==> config.mk <==
export PLATFORM = sky130hd
export DESIGN_NAME = pptg_timing_gen
export DESIGN_NICKNAME = d
export VERILOG_FILES = /design/src/design/pptg_pkg.sv /design/src/design/pptg_timing_gen.sv
export SDC_FILE = /design/constraint.sdc
export NUM_CORES = 1
export LEC_CHECK = 0
export BUFFER_PORTS_ARGS = -buffer_cell sky130_fd_sc_hd__buf_2
export CAP_MARGIN = 20
export CORE_UTILIZATION = 60
export CTS_BUF_LIST = sky130_fd_sc_hd__clkbuf_4 sky130_fd_sc_hd__clkbuf_8
export CTS_CLUSTER_DIAMETER = 120
export DETAILED_ROUTE_END_ITERATION = 7
export GPL_ROUTABILITY_DRIVEN = 0
export HOLD_SLACK_MARGIN = 0.05
export PLACE_DENSITY_LB_ADDON = 0.05
export SLEW_MARGIN = 10
export SYNTH_ARGS = -nofsm -noshare
export SYNTH_HDL_FRONTEND = slang
export SYNTH_SLANG_ARGS = --single-unit
==> constraint.sdc <==
create_clock -name clk_i -period 5.9 [get_ports clk_i]
set_clock_uncertainty 0.15 [all_clocks]
set_input_delay 0 -clock clk_i [delete_from_list [all_inputs] [get_ports clk_i]]
set_output_delay 0 -clock clk_i [all_outputs]
set_load 0.05 [all_outputs]
==> src/design/pptg_pkg.sv <==
// Constants, register map and field layout of the passive panel timing block.
// -----------------------------------------------------------------------------
// How it works
// - Horizontal total is (field+1) times eight.
// - Display width is (field+1) times eight pixels.
// - Passive display start is field plus 22.
// - Active-matrix display start is field plus five.
// - Line pulse starts at field plus one.
// - Line pulse lasts width field plus one.
// - Vertical total is field plus one lines.
// - Display height is field plus one lines.
// - Vertical display start is field, no offset.
// - Frame pulse lasts width field plus one lines.
// - Panel type 00b selects passive operation.
// - Frame polarity bit set means active high.
// - Line polarity bit set means active high.
// - Drive toggles per frame, or every n lines.
// - Drive changes well before line pulse rise.
// - First shift rise lands at display start.
// - Four-bit mode: upper nibble, period four.
// - Eight-bit mode: full byte, period eight.
// - Last shift fall comes half a period before display end.
// - Power save forces panel outputs low quickly.
// -----------------------------------------------------------------------------
package pptg_pkg;

  localparam int NREG = 10;
  localparam int REG_AW = 8;

  // Writable register offsets in the order of the register array, then the read-only ADR_STATUS.
  localparam logic [7:0] ADR_PANEL_TYPE = 8'h0c;
  localparam logic [7:0] ADR_CTRL = 8'h10;
  localparam logic [7:0] ADR_HT = 8'h20;
  localparam logic [7:0] ADR_HDP = 8'h24;
  localparam logic [7:0] ADR_HORIZONTAL_DISPLAY_START = 8'h28;
  localparam logic [7:0] ADR_LINE = 8'h2c;
  localparam logic [7:0] ADR_VT = 8'h30;
  localparam logic [7:0] ADR_VDP = 8'h34;
  localparam logic [7:0] ADR_VERTICAL_DISPLAY_START = 8'h38;
  localparam logic [7:0] ADR_FRAME = 8'h3c;
  localparam logic [7:0] ADR_STATUS = 8'h40;

  localparam logic [7:0] REG_ADR [NREG] = '{ADR_PANEL_TYPE, ADR_CTRL, ADR_HT,
    ADR_HDP, ADR_HORIZONTAL_DISPLAY_START, ADR_LINE, ADR_VT, ADR_VDP, ADR_VERTICAL_DISPLAY_START, ADR_FRAME};
  localparam logic [31:0] REG_MASK [NREG] = '{32'h003f_0003, 32'h0000_0011,
    32'h0000_007f, 32'h0000_007f, 32'h0000_03ff, 32'h00ff_03ff, 32'h0000_03ff,
    32'h0000_03ff, 32'h0000_03ff, 32'h0087_0000};
  localparam logic [31:0] REG_RST [NREG] = '{32'h0000_0000, 32'h0000_0010,
    32'h0000_0000, 32'h0000_0000, 32'h0000_0000, 32'h0000_0000, 32'h0000_0000,
    32'h0000_0000, 32'h0000_0000, 32'h0000_0000};

  localparam int IDX_PANEL_TYPE = 0;
  localparam int IDX_CTRL = 1;
  localparam int IDX_HT = 2;
  localparam int IDX_HDP = 3;
  localparam int IDX_HORIZONTAL_DISPLAY_START = 4;
  localparam int IDX_LINE = 5;
  localparam int IDX_VT = 6;
  localparam int IDX_VDP = 7;
  localparam int IDX_VERTICAL_DISPLAY_START = 8;
  localparam int IDX_FRAME = 9;

  // Field positions.
  localparam int PTYPE_LSB = 0;
  localparam int MODRATE_LSB = 16;
  localparam int WIDTH8_BIT = 0;
  localparam int PSAVE_BIT = 4;
  localparam int POL_BIT = 23;
  localparam int LPW_LSB = 16;
  localparam int FPW_LSB = 16;
  localparam int STAT_VDISP_BIT = 16;
  localparam logic [1:0] PTYPE_STN = 2'h0;

  // Timing offsets in pixel clocks.
  localparam logic [11:0] HORIZONTAL_DISPLAY_START_STN_OFS = 12'h016;
  localparam logic [11:0] HORIZONTAL_DISPLAY_START_TFT_OFS = 12'h005;
  localparam int H_UNIT_SHIFT = 3;

endpackage

==> src/design/pptg_timing_gen.sv <==
// Passive monochrome panel timing generator with a classic Wishbone slave.
`timescale 1ns/1ns
module pptg_timing_gen
  import pptg_pkg::*;
(
  input wire logic clk_i, // Pixel clock.
  input wire logic rst_b_i, // Asynchronous reset, active low.
  input wire logic wb_cyc_i, // Bus cycle.
  input wire logic wb_stb_i, // Bus strobe.
  input wire logic wb_we_i, // Write enable.
  input wire logic [REG_AW-1:0] wb_adr_i, // Byte address.
  input wire logic [31:0] wb_dat_i, // Write data.
  input wire logic [3:0] wb_sel_i, // Byte lane selects.
  input wire logic [7:0] pixel_data_i, // Next panel data word.
  output logic [31:0] wb_dat_o, // Read data.
  output logic wb_ack_o, // Bus acknowledge.
  output logic frame_pulse_o, // Frame pulse.
  output logic line_pulse_o, // Line pulse.
  output logic shift_clock_o, // Shift clock.
  output logic alternating_drive_o, // Alternating drive.
  output logic panel_data_ready_o, // High while panel data is valid.
  output logic [7:0] panel_data_o, // Panel data lines.
  output logic pixel_take_o // Pulse: pixel_data_i was consumed.
);

  // ---------------------------------------------------------------------------
  // Register file and bus slave
  // ---------------------------------------------------------------------------
  logic [31:0] regs_q [NREG];
  logic [31:0] regs_d [NREG];
  logic ack_q;
  logic ack_d;
  logic [31:0] rdat_q;
  logic [31:0] rdat_d;
  logic [10:0] v_cnt_q;
  logic v_disp;

  always_comb
  begin
    ack_d = wb_cyc_i && wb_stb_i && !ack_q;
    rdat_d = 32'h0000_0000;
    for (int i = 0; i < NREG; i++)
    begin
      regs_d[i] = regs_q[i];
      if (wb_adr_i == REG_ADR[i])
      begin
        rdat_d = regs_q[i] & REG_MASK[i];
        // The write lands at the edge where the master samples ack.
        if (wb_cyc_i && wb_stb_i && wb_we_i && ack_q)
        begin
          for (int b = 0; b < 4; b++)
          begin
            if (wb_sel_i[b])
            begin
              regs_d[i][8*b +: 8] = wb_dat_i[8*b +: 8] & REG_MASK[i][8*b +: 8];
            end
          end
        end
      end
    end
    if (wb_adr_i == ADR_STATUS)
    begin
      rdat_d = {15'h0000, v_disp, 5'h00, v_cnt_q};
    end
    // Unmapped offsets are acknowledged and read as zero.
  end

  always_ff @(posedge clk_i or negedge rst_b_i)
  begin
    if (!rst_b_i)
    begin
      for (int i = 0; i < NREG; i++)
      begin
        regs_q[i] <= REG_RST[i];
      end
      ack_q <= 1'b0;
      rdat_q <= 32'h0000_0000;
    end
    else
    begin
      regs_q <= regs_d;
      ack_q <= ack_d;
      rdat_q <= rdat_d;
    end
  end

  assign wb_ack_o = ack_q;
  assign wb_dat_o = rdat_q;

  // ---------------------------------------------------------------------------
  // Timing values derived from the fields
  // ---------------------------------------------------------------------------
  logic stn;
  logic wide;
  logic psave;
  logic [5:0] mod_rate;
  logic fp_pol;
  logic lp_pol;
  logic [11:0] ht;
  logic [11:0] horizontal_display_period;
  logic [11:0] horizontal_display_start;
  logic [11:0] line_pulse_start;
  logic [11:0] line_pulse_width;
  logic [10:0] vt;
  logic [10:0] vertical_display_period;
  logic [10:0] vertical_display_start;
  logic [10:0] frame_pulse_width;

  assign stn = regs_q[IDX_PANEL_TYPE][PTYPE_LSB +: 2] == PTYPE_STN;
  assign mod_rate = regs_q[IDX_PANEL_TYPE][MODRATE_LSB +: 6];
  assign wide = regs_q[IDX_CTRL][WIDTH8_BIT];
  assign psave = regs_q[IDX_CTRL][PSAVE_BIT];
  assign fp_pol = regs_q[IDX_FRAME][POL_BIT];
  assign lp_pol = regs_q[IDX_LINE][POL_BIT];
  assign ht = ({5'h00, regs_q[IDX_HT][6:0]} + 12'h001) << H_UNIT_SHIFT;
  assign horizontal_display_period = ({5'h00, regs_q[IDX_HDP][6:0]} + 12'h001) << H_UNIT_SHIFT;
  // A non-passive panel type only moves the display start here.
  assign horizontal_display_start = {2'h0, regs_q[IDX_HORIZONTAL_DISPLAY_START][9:0]} +
    (stn ? HORIZONTAL_DISPLAY_START_STN_OFS : HORIZONTAL_DISPLAY_START_TFT_OFS);
  assign line_pulse_start = {2'h0, regs_q[IDX_LINE][9:0]} + 12'h001;
  assign line_pulse_width = {5'h00, regs_q[IDX_LINE][LPW_LSB +: 7]} + 12'h001;
  assign vt = {1'b0, regs_q[IDX_VT][9:0]} + 11'h001;
  assign vertical_display_period = {1'b0, regs_q[IDX_VDP][9:0]} + 11'h001;
  assign vertical_display_start = {1'b0, regs_q[IDX_VERTICAL_DISPLAY_START][9:0]};
  assign frame_pulse_width = {8'h00, regs_q[IDX_FRAME][FPW_LSB +: 3]} + 11'h001;

  // ---------------------------------------------------------------------------
  // Line and frame counters
  // ---------------------------------------------------------------------------
  logic [11:0] h_cnt_q;
  logic [11:0] h_cnt_d;
  logic [10:0] v_cnt_d;
  logic line_end;
  logic frame_end;

  // Compares use >= so that shrinking a total mid-frame cannot strand a count.
  assign line_end = h_cnt_q >= ht - 12'h001;
  assign frame_end = v_cnt_q >= vt - 11'h001;

  always_comb
  begin
    h_cnt_d = line_end ? 12'h000 : h_cnt_q + 12'h001;
    v_cnt_d = v_cnt_q;
    if (line_end)
    begin
      v_cnt_d = frame_end ? 11'h000 : v_cnt_q + 11'h001;
    end
  end

  always_ff @(posedge clk_i or negedge rst_b_i)
  begin
    if (!rst_b_i)
    begin
      h_cnt_q <= 12'h000;
      v_cnt_q <= 11'h000;
    end
    else
    begin
      h_cnt_q <= h_cnt_d;
      v_cnt_q <= v_cnt_d;
    end
  end

  // ---------------------------------------------------------------------------
  // Alternating drive
  // ---------------------------------------------------------------------------
  logic mod_q;
  logic mod_d;
  logic [5:0] mod_cnt_q;
  logic [5:0] mod_cnt_d;

  // The toggle happens at line start, so it leads the line pulse by at least
  // the line pulse start position.
  always_comb
  begin
    mod_d = mod_q;
    mod_cnt_d = mod_cnt_q;
    if (line_end)
    begin
      if (mod_rate == 6'h00)
      begin
        mod_cnt_d = 6'h00;
        if (frame_end)
        begin
          mod_d = !mod_q;
        end
      end
      else if (mod_cnt_q + 6'h01 >= mod_rate)
      begin
        mod_cnt_d = 6'h00;
        mod_d = !mod_q;
      end
      else
      begin
        mod_cnt_d = mod_cnt_q + 6'h01;
      end
    end
  end

  always_ff @(posedge clk_i or negedge rst_b_i)
  begin
    if (!rst_b_i)
    begin
      mod_q <= 1'b0;
      mod_cnt_q <= 6'h00;
    end
    else
    begin
      mod_q <= mod_d;
      mod_cnt_q <= mod_cnt_d;
    end
  end

  // ---------------------------------------------------------------------------
  // Panel outputs
  // ---------------------------------------------------------------------------
  logic h_disp;
  logic lp_act;
  logic fp_act;
  logic [11:0] rel;
  logic shift_hi;
  logic load;
  logic fp_q;
  logic fp_d;
  logic lp_q;
  logic lp_d;
  logic sc_q;
  logic sc_d;
  logic md_q;
  logic md_d;
  logic rdy_q;
  logic rdy_d;
  logic [7:0] dat_q;
  logic [7:0] dat_d;
  logic take_q;
  logic take_d;

  assign h_disp = (h_cnt_q >= horizontal_display_start) && (h_cnt_q < horizontal_display_start + horizontal_display_period);
  assign v_disp = (v_cnt_q >= vertical_display_start) && (v_cnt_q < vertical_display_start + vertical_display_period);
  assign lp_act = (h_cnt_q >= line_pulse_start) && (h_cnt_q < line_pulse_start + line_pulse_width);
  assign fp_act = v_cnt_q < frame_pulse_width;
  assign rel = h_cnt_q - horizontal_display_start;
  // Shift is high in the first half of each period, so the first rise sits
  // at display start and the last fall half a period before its end.
  assign shift_hi = wide ? !rel[2] : !rel[1];
  assign load = wide ? (rel[2:0] == 3'h0) : (rel[1:0] == 2'h0);

  always_comb
  begin
    fp_d = 1'b0;
    lp_d = 1'b0;
    sc_d = 1'b0;
    md_d = 1'b0;
    rdy_d = 1'b0;
    dat_d = dat_q;
    take_d = 1'b0;
    if (psave)
    begin
      dat_d = 8'h00;
    end
    else
    begin
      fp_d = fp_pol ? fp_act : !fp_act;
      lp_d = lp_pol ? lp_act : !lp_act;
      md_d = mod_q;
      if (h_disp && v_disp)
      begin
        sc_d = shift_hi;
        rdy_d = 1'b1;
        if (load)
        begin
          take_d = 1'b1;
          dat_d = wide ? pixel_data_i : {pixel_data_i[3:0], 4'h0};
        end
      end
    end
  end

  // Power save clears every panel output at the next edge.
  always_ff @(posedge clk_i or negedge rst_b_i)
  begin
    if (!rst_b_i)
    begin
      fp_q <= 1'b0;
      lp_q <= 1'b0;
      sc_q <= 1'b0;
      md_q <= 1'b0;
      rdy_q <= 1'b0;
      dat_q <= 8'h00;
      take_q <= 1'b0;
    end
    else
    begin
      fp_q <= fp_d;
      lp_q <= lp_d;
      sc_q <= sc_d;
      md_q <= md_d;
      rdy_q <= rdy_d;
      dat_q <= dat_d;
      take_q <= take_d;
    end
  end

  assign frame_pulse_o = fp_q;
  assign line_pulse_o = lp_q;
  assign shift_clock_o = sc_q;
  assign alternating_drive_o = md_q;
  assign panel_data_ready_o = rdy_q;
  assign panel_data_o = dat_q;
  assign pixel_take_o = take_q;
endmodule

==> results by group <==
Setup path
  – Crit path capture type: flip-flop
  – Worst-path cell chain: nor2_8, inv_1, ha_1, ha_1, o311a_1, a21oi_1, xnor2_1, fa_1, maj3_1, a21oi_1, o31ai_2, a21o_1, a21oi_1, ha_1, o2111ai_1, nor2_1, a211oi_2, o211ai_1, o21ai_0, a21oi_1
  – Critical Path Slowest Stage Cell: dfrtp_1
  – Critical Path Fanout Max: 9
  – Largest stage delay, worst path: 0.55 ns
  – CP top delay family: compound AO/OA/AOI/OAI gates
  – Setup CP Type: reg2reg
  – Cell mode on critical path: a21oi_1
  – Crit path DAT: 5.46 ns
  – CP bufs+invs: 1
  – Worst Path Required: 6.08 ns
  – Worst Setup Start Kind: flip-flop

Routing
  – ANT nets after route: 0
  – Initial drt markers: 634
  – Via Count: 8395
  – Vias per cell: 6.06
  – Post-route DRC: 0
  – Total routed wirelength: 26500 µm
  – WL per Instance: 19.1 µm
  – First-pass DRT Iterations: 6

Timing
  – Final period utilization: 89.3%
  – Fin. max-slew vios: 0
  – Worst Hold Slack: 0.0691 ns
  – Total negative slack: 0 ns
  – Fin. Hold Viols: 0
  – Slew Limit Headroom: 34.4%
  – Worst Tran Pin Value: 0.985 ns
  – Min Tclk post-route: 5.27 ns
  – RSZ-0062 raised after global routing: false
  – Endpoints failing setup: 0
  – Achievable Freq: 190 MHz

CTS
  – Num CTS Buffers: 17
  – Hold Buf Count CTS: 38
  – CTS tree: yes
  – Root Buffer: clkbuf_8
  – Post-cts resize count: 0
  – Worst-path clk slew: 0.08 ns
  – Htree depth: 4
  – Sink Count: 150
  – Clock buffer depth: 2
  – # Post-CTS Setup Buffers: 0
  – Clock Latency Late Sink: 0.48 ns

Synth
  – FFs w/ async S/R, synth: 100%
  – Mapped Cells: 1037
  – #FFs+latches synth: 150
  – Post-synth EDFFs: 0
  – Distinct cell type count after synthesis: 85
  – YS warnings: 0
  – Post-Syn Area: 10500 µm²
  – Sequential share of the synthesized area: 35.9%
  – Post-synth top flop: dfrtp_1
  – Post-Syn Area per Cell: 10.1 µm²

Power
  – Leak pwr: 5.82 nW
  – Worst VDD drop: 0.167 mV
  – PD cells: 234 nW/µm²
  – Power after layout: 2.76 mW

Finish
  – Area Overhead vs Synth: 12.8%
  – Antenna diodes: 0
  – Layout cells sized above 1: 19.4%
  – Final-stage net count: 1333

Placement
  – PortBufs: 75
  – Final HPWL DP: 19400 µm

GRT
  – Initial antenna violation count: 0
  – Global route total overflow: 0
  – Largest net degree at the start of global routing: 108
  – First-pass GRT wire length: 42300 µm
  – Vias in the first global route: 8111
  – Total GRT Usage: 30.8%

Die
  – Die height: 134 µm
  – Die area: 18000 µm²
  – # rows: 47
  – Die Width: 134 µm
  – # IOs: 104
  – Starting density of the core: 62.2%
  – Core area: 16800 µm²

Flow run
  – Max-Cap Viols: 0

Worst hold path
  – Hold crit path type: in2async

Outcome
  – Status: complete, no violations
worst paths after layout:
path                                  start         endpoint  slack (ns)  cells after the start
worst max-delay path            regs_q[289]  panel_data_o[2]        0.63                     20
worst min-delay path                rst_b_i     mod_cnt_q[5]        0.07                      2
worst max register to register  regs_q[289]  panel_data_o[2]        0.63                     20
worst min register to register     wb_ack_o         wb_ack_o        0.31                      1
max in group asynchronous           rst_b_i            psave        4.35                      3
min in group clk_i                  wb_we_i       regs_q[40]        0.11                      6
sequential cells by signal, indices dropped and copies added, names as in the netlist, 6 cells and up:
signal,flops
regs_q,77
mod_cnt_q,6
v_cnt_q,11
mod_rate,6
h_cnt_q,12
panel_data_o,8
wb_dat_o,19
power by group:
part / switching, mW / internal, mW
registers: 0.0657 / 1.08
logic: 0.461 / 0.242
clock network: 0.435 / 0.477
total: 0.962 / 1.80
synth_stat cells (7+ instances only):
| cell | instances | area [µm²] |
|---|---|---|
| a21o_1 | 23 | 173 |
| a21oi_1 | 49 | 245 |
| a22oi_1 | 16 | 120 |
| a31oi_1 | 7 | 43.8 |
| and3_1 | 16 | 100 |
| buf_4 | 13 | 97.6 |
| clkbuf_1 | 9 | 33.8 |
| dfrtp_1 | 149 | 3730 |
| ha_1 | 120 | 1500 |
| inv_1 | 65 | 244 |
| mux2_2 | 86 | 968 |
| nand2_1 | 75 | 282 |
| nand2b_1 | 9 | 56.3 |
| nand3_1 | 46 | 230 |
| nand4_1 | 14 | 87.6 |
| nor2_1 | 57 | 214 |
| nor2b_1 | 10 | 62.6 |
| nor3_1 | 8 | 40.0 |
| o21a_1 | 11 | 82.6 |
| o21ai_0 | 34 | 170 |
| o22ai_1 | 11 | 68.8 |
| xnor2_1 | 37 | 324 |
| xor2_1 | 32 | 280 |
layout make-up:
class                      instances  area (µm²)
fill                            1327        5010
sequential                       150        3750
timing repair buffer             121         822
tap                              220         275
multi-input combinational        797        6260
inverter                          65         244
clock inverter                    14         198
clock buffer                      18         248
cells in the final DEF, fill, tap and decap left out, drive strengths merged, types with 7 or more instances in the layout:
cell / instances
a31oi: 7
nor3: 8
a22oi: 16
xor2: 32
a211oi: 7
xnor2: 37
a311oi: 8
nand2b: 9
dlygate4sd3: 38
nor2: 58
conb: 14
o21ai: 38
o22ai: 11
nor2b: 10
mux2: 86
a21oi: 51
dfrtp: 149
and3: 16
nand2: 75
ha: 120
nand4: 14
clkbuf: 18
a21o: 23
buf: 83
nand3: 46
inv: 69
o21a: 11
kinds of logic after synthesis:
kind of cell               after synthesis  synth area share (%)
DFF                                    150                  35.9
other                                    2                0.0718
muxes                                   91                  9.73
adders and majority gates              126                  15.3
and+or+nand+nor                        267                  12.6
AOI/OAI and AO/OA                      229                  15.6
xor gates and xnor gates                70                  5.99
buffers and inverters                  102                  4.72
metal layers:
layer,GRT usage (%),vias up,share of wire (%)
met3,4.42,41,4.5
met5,0,-,0
met4,8.55,0,1.6
li1,-,3995,-
met2,50.0,226,47
met1,43.0,4133,47
stage by stage:
step | area [µm²] | std cells | worst slack, ns | utilization (%)
final | 11800 | 1385 | 0.629 | 70.2
after global routing | 11800 | 1385 | 0.274 | 70.2
after CTS | 11800 | 1385 | 0.668 | 70.2
after detailed placement | 11000 | 1315 | 0.688 | 65.3
after global placement | 11000 | 1315 | 0.816 | 65.3
after floorplan | 10500 | 1049 | 1.20 | -
Note: power is estimated with default switching activity, not from simulation.
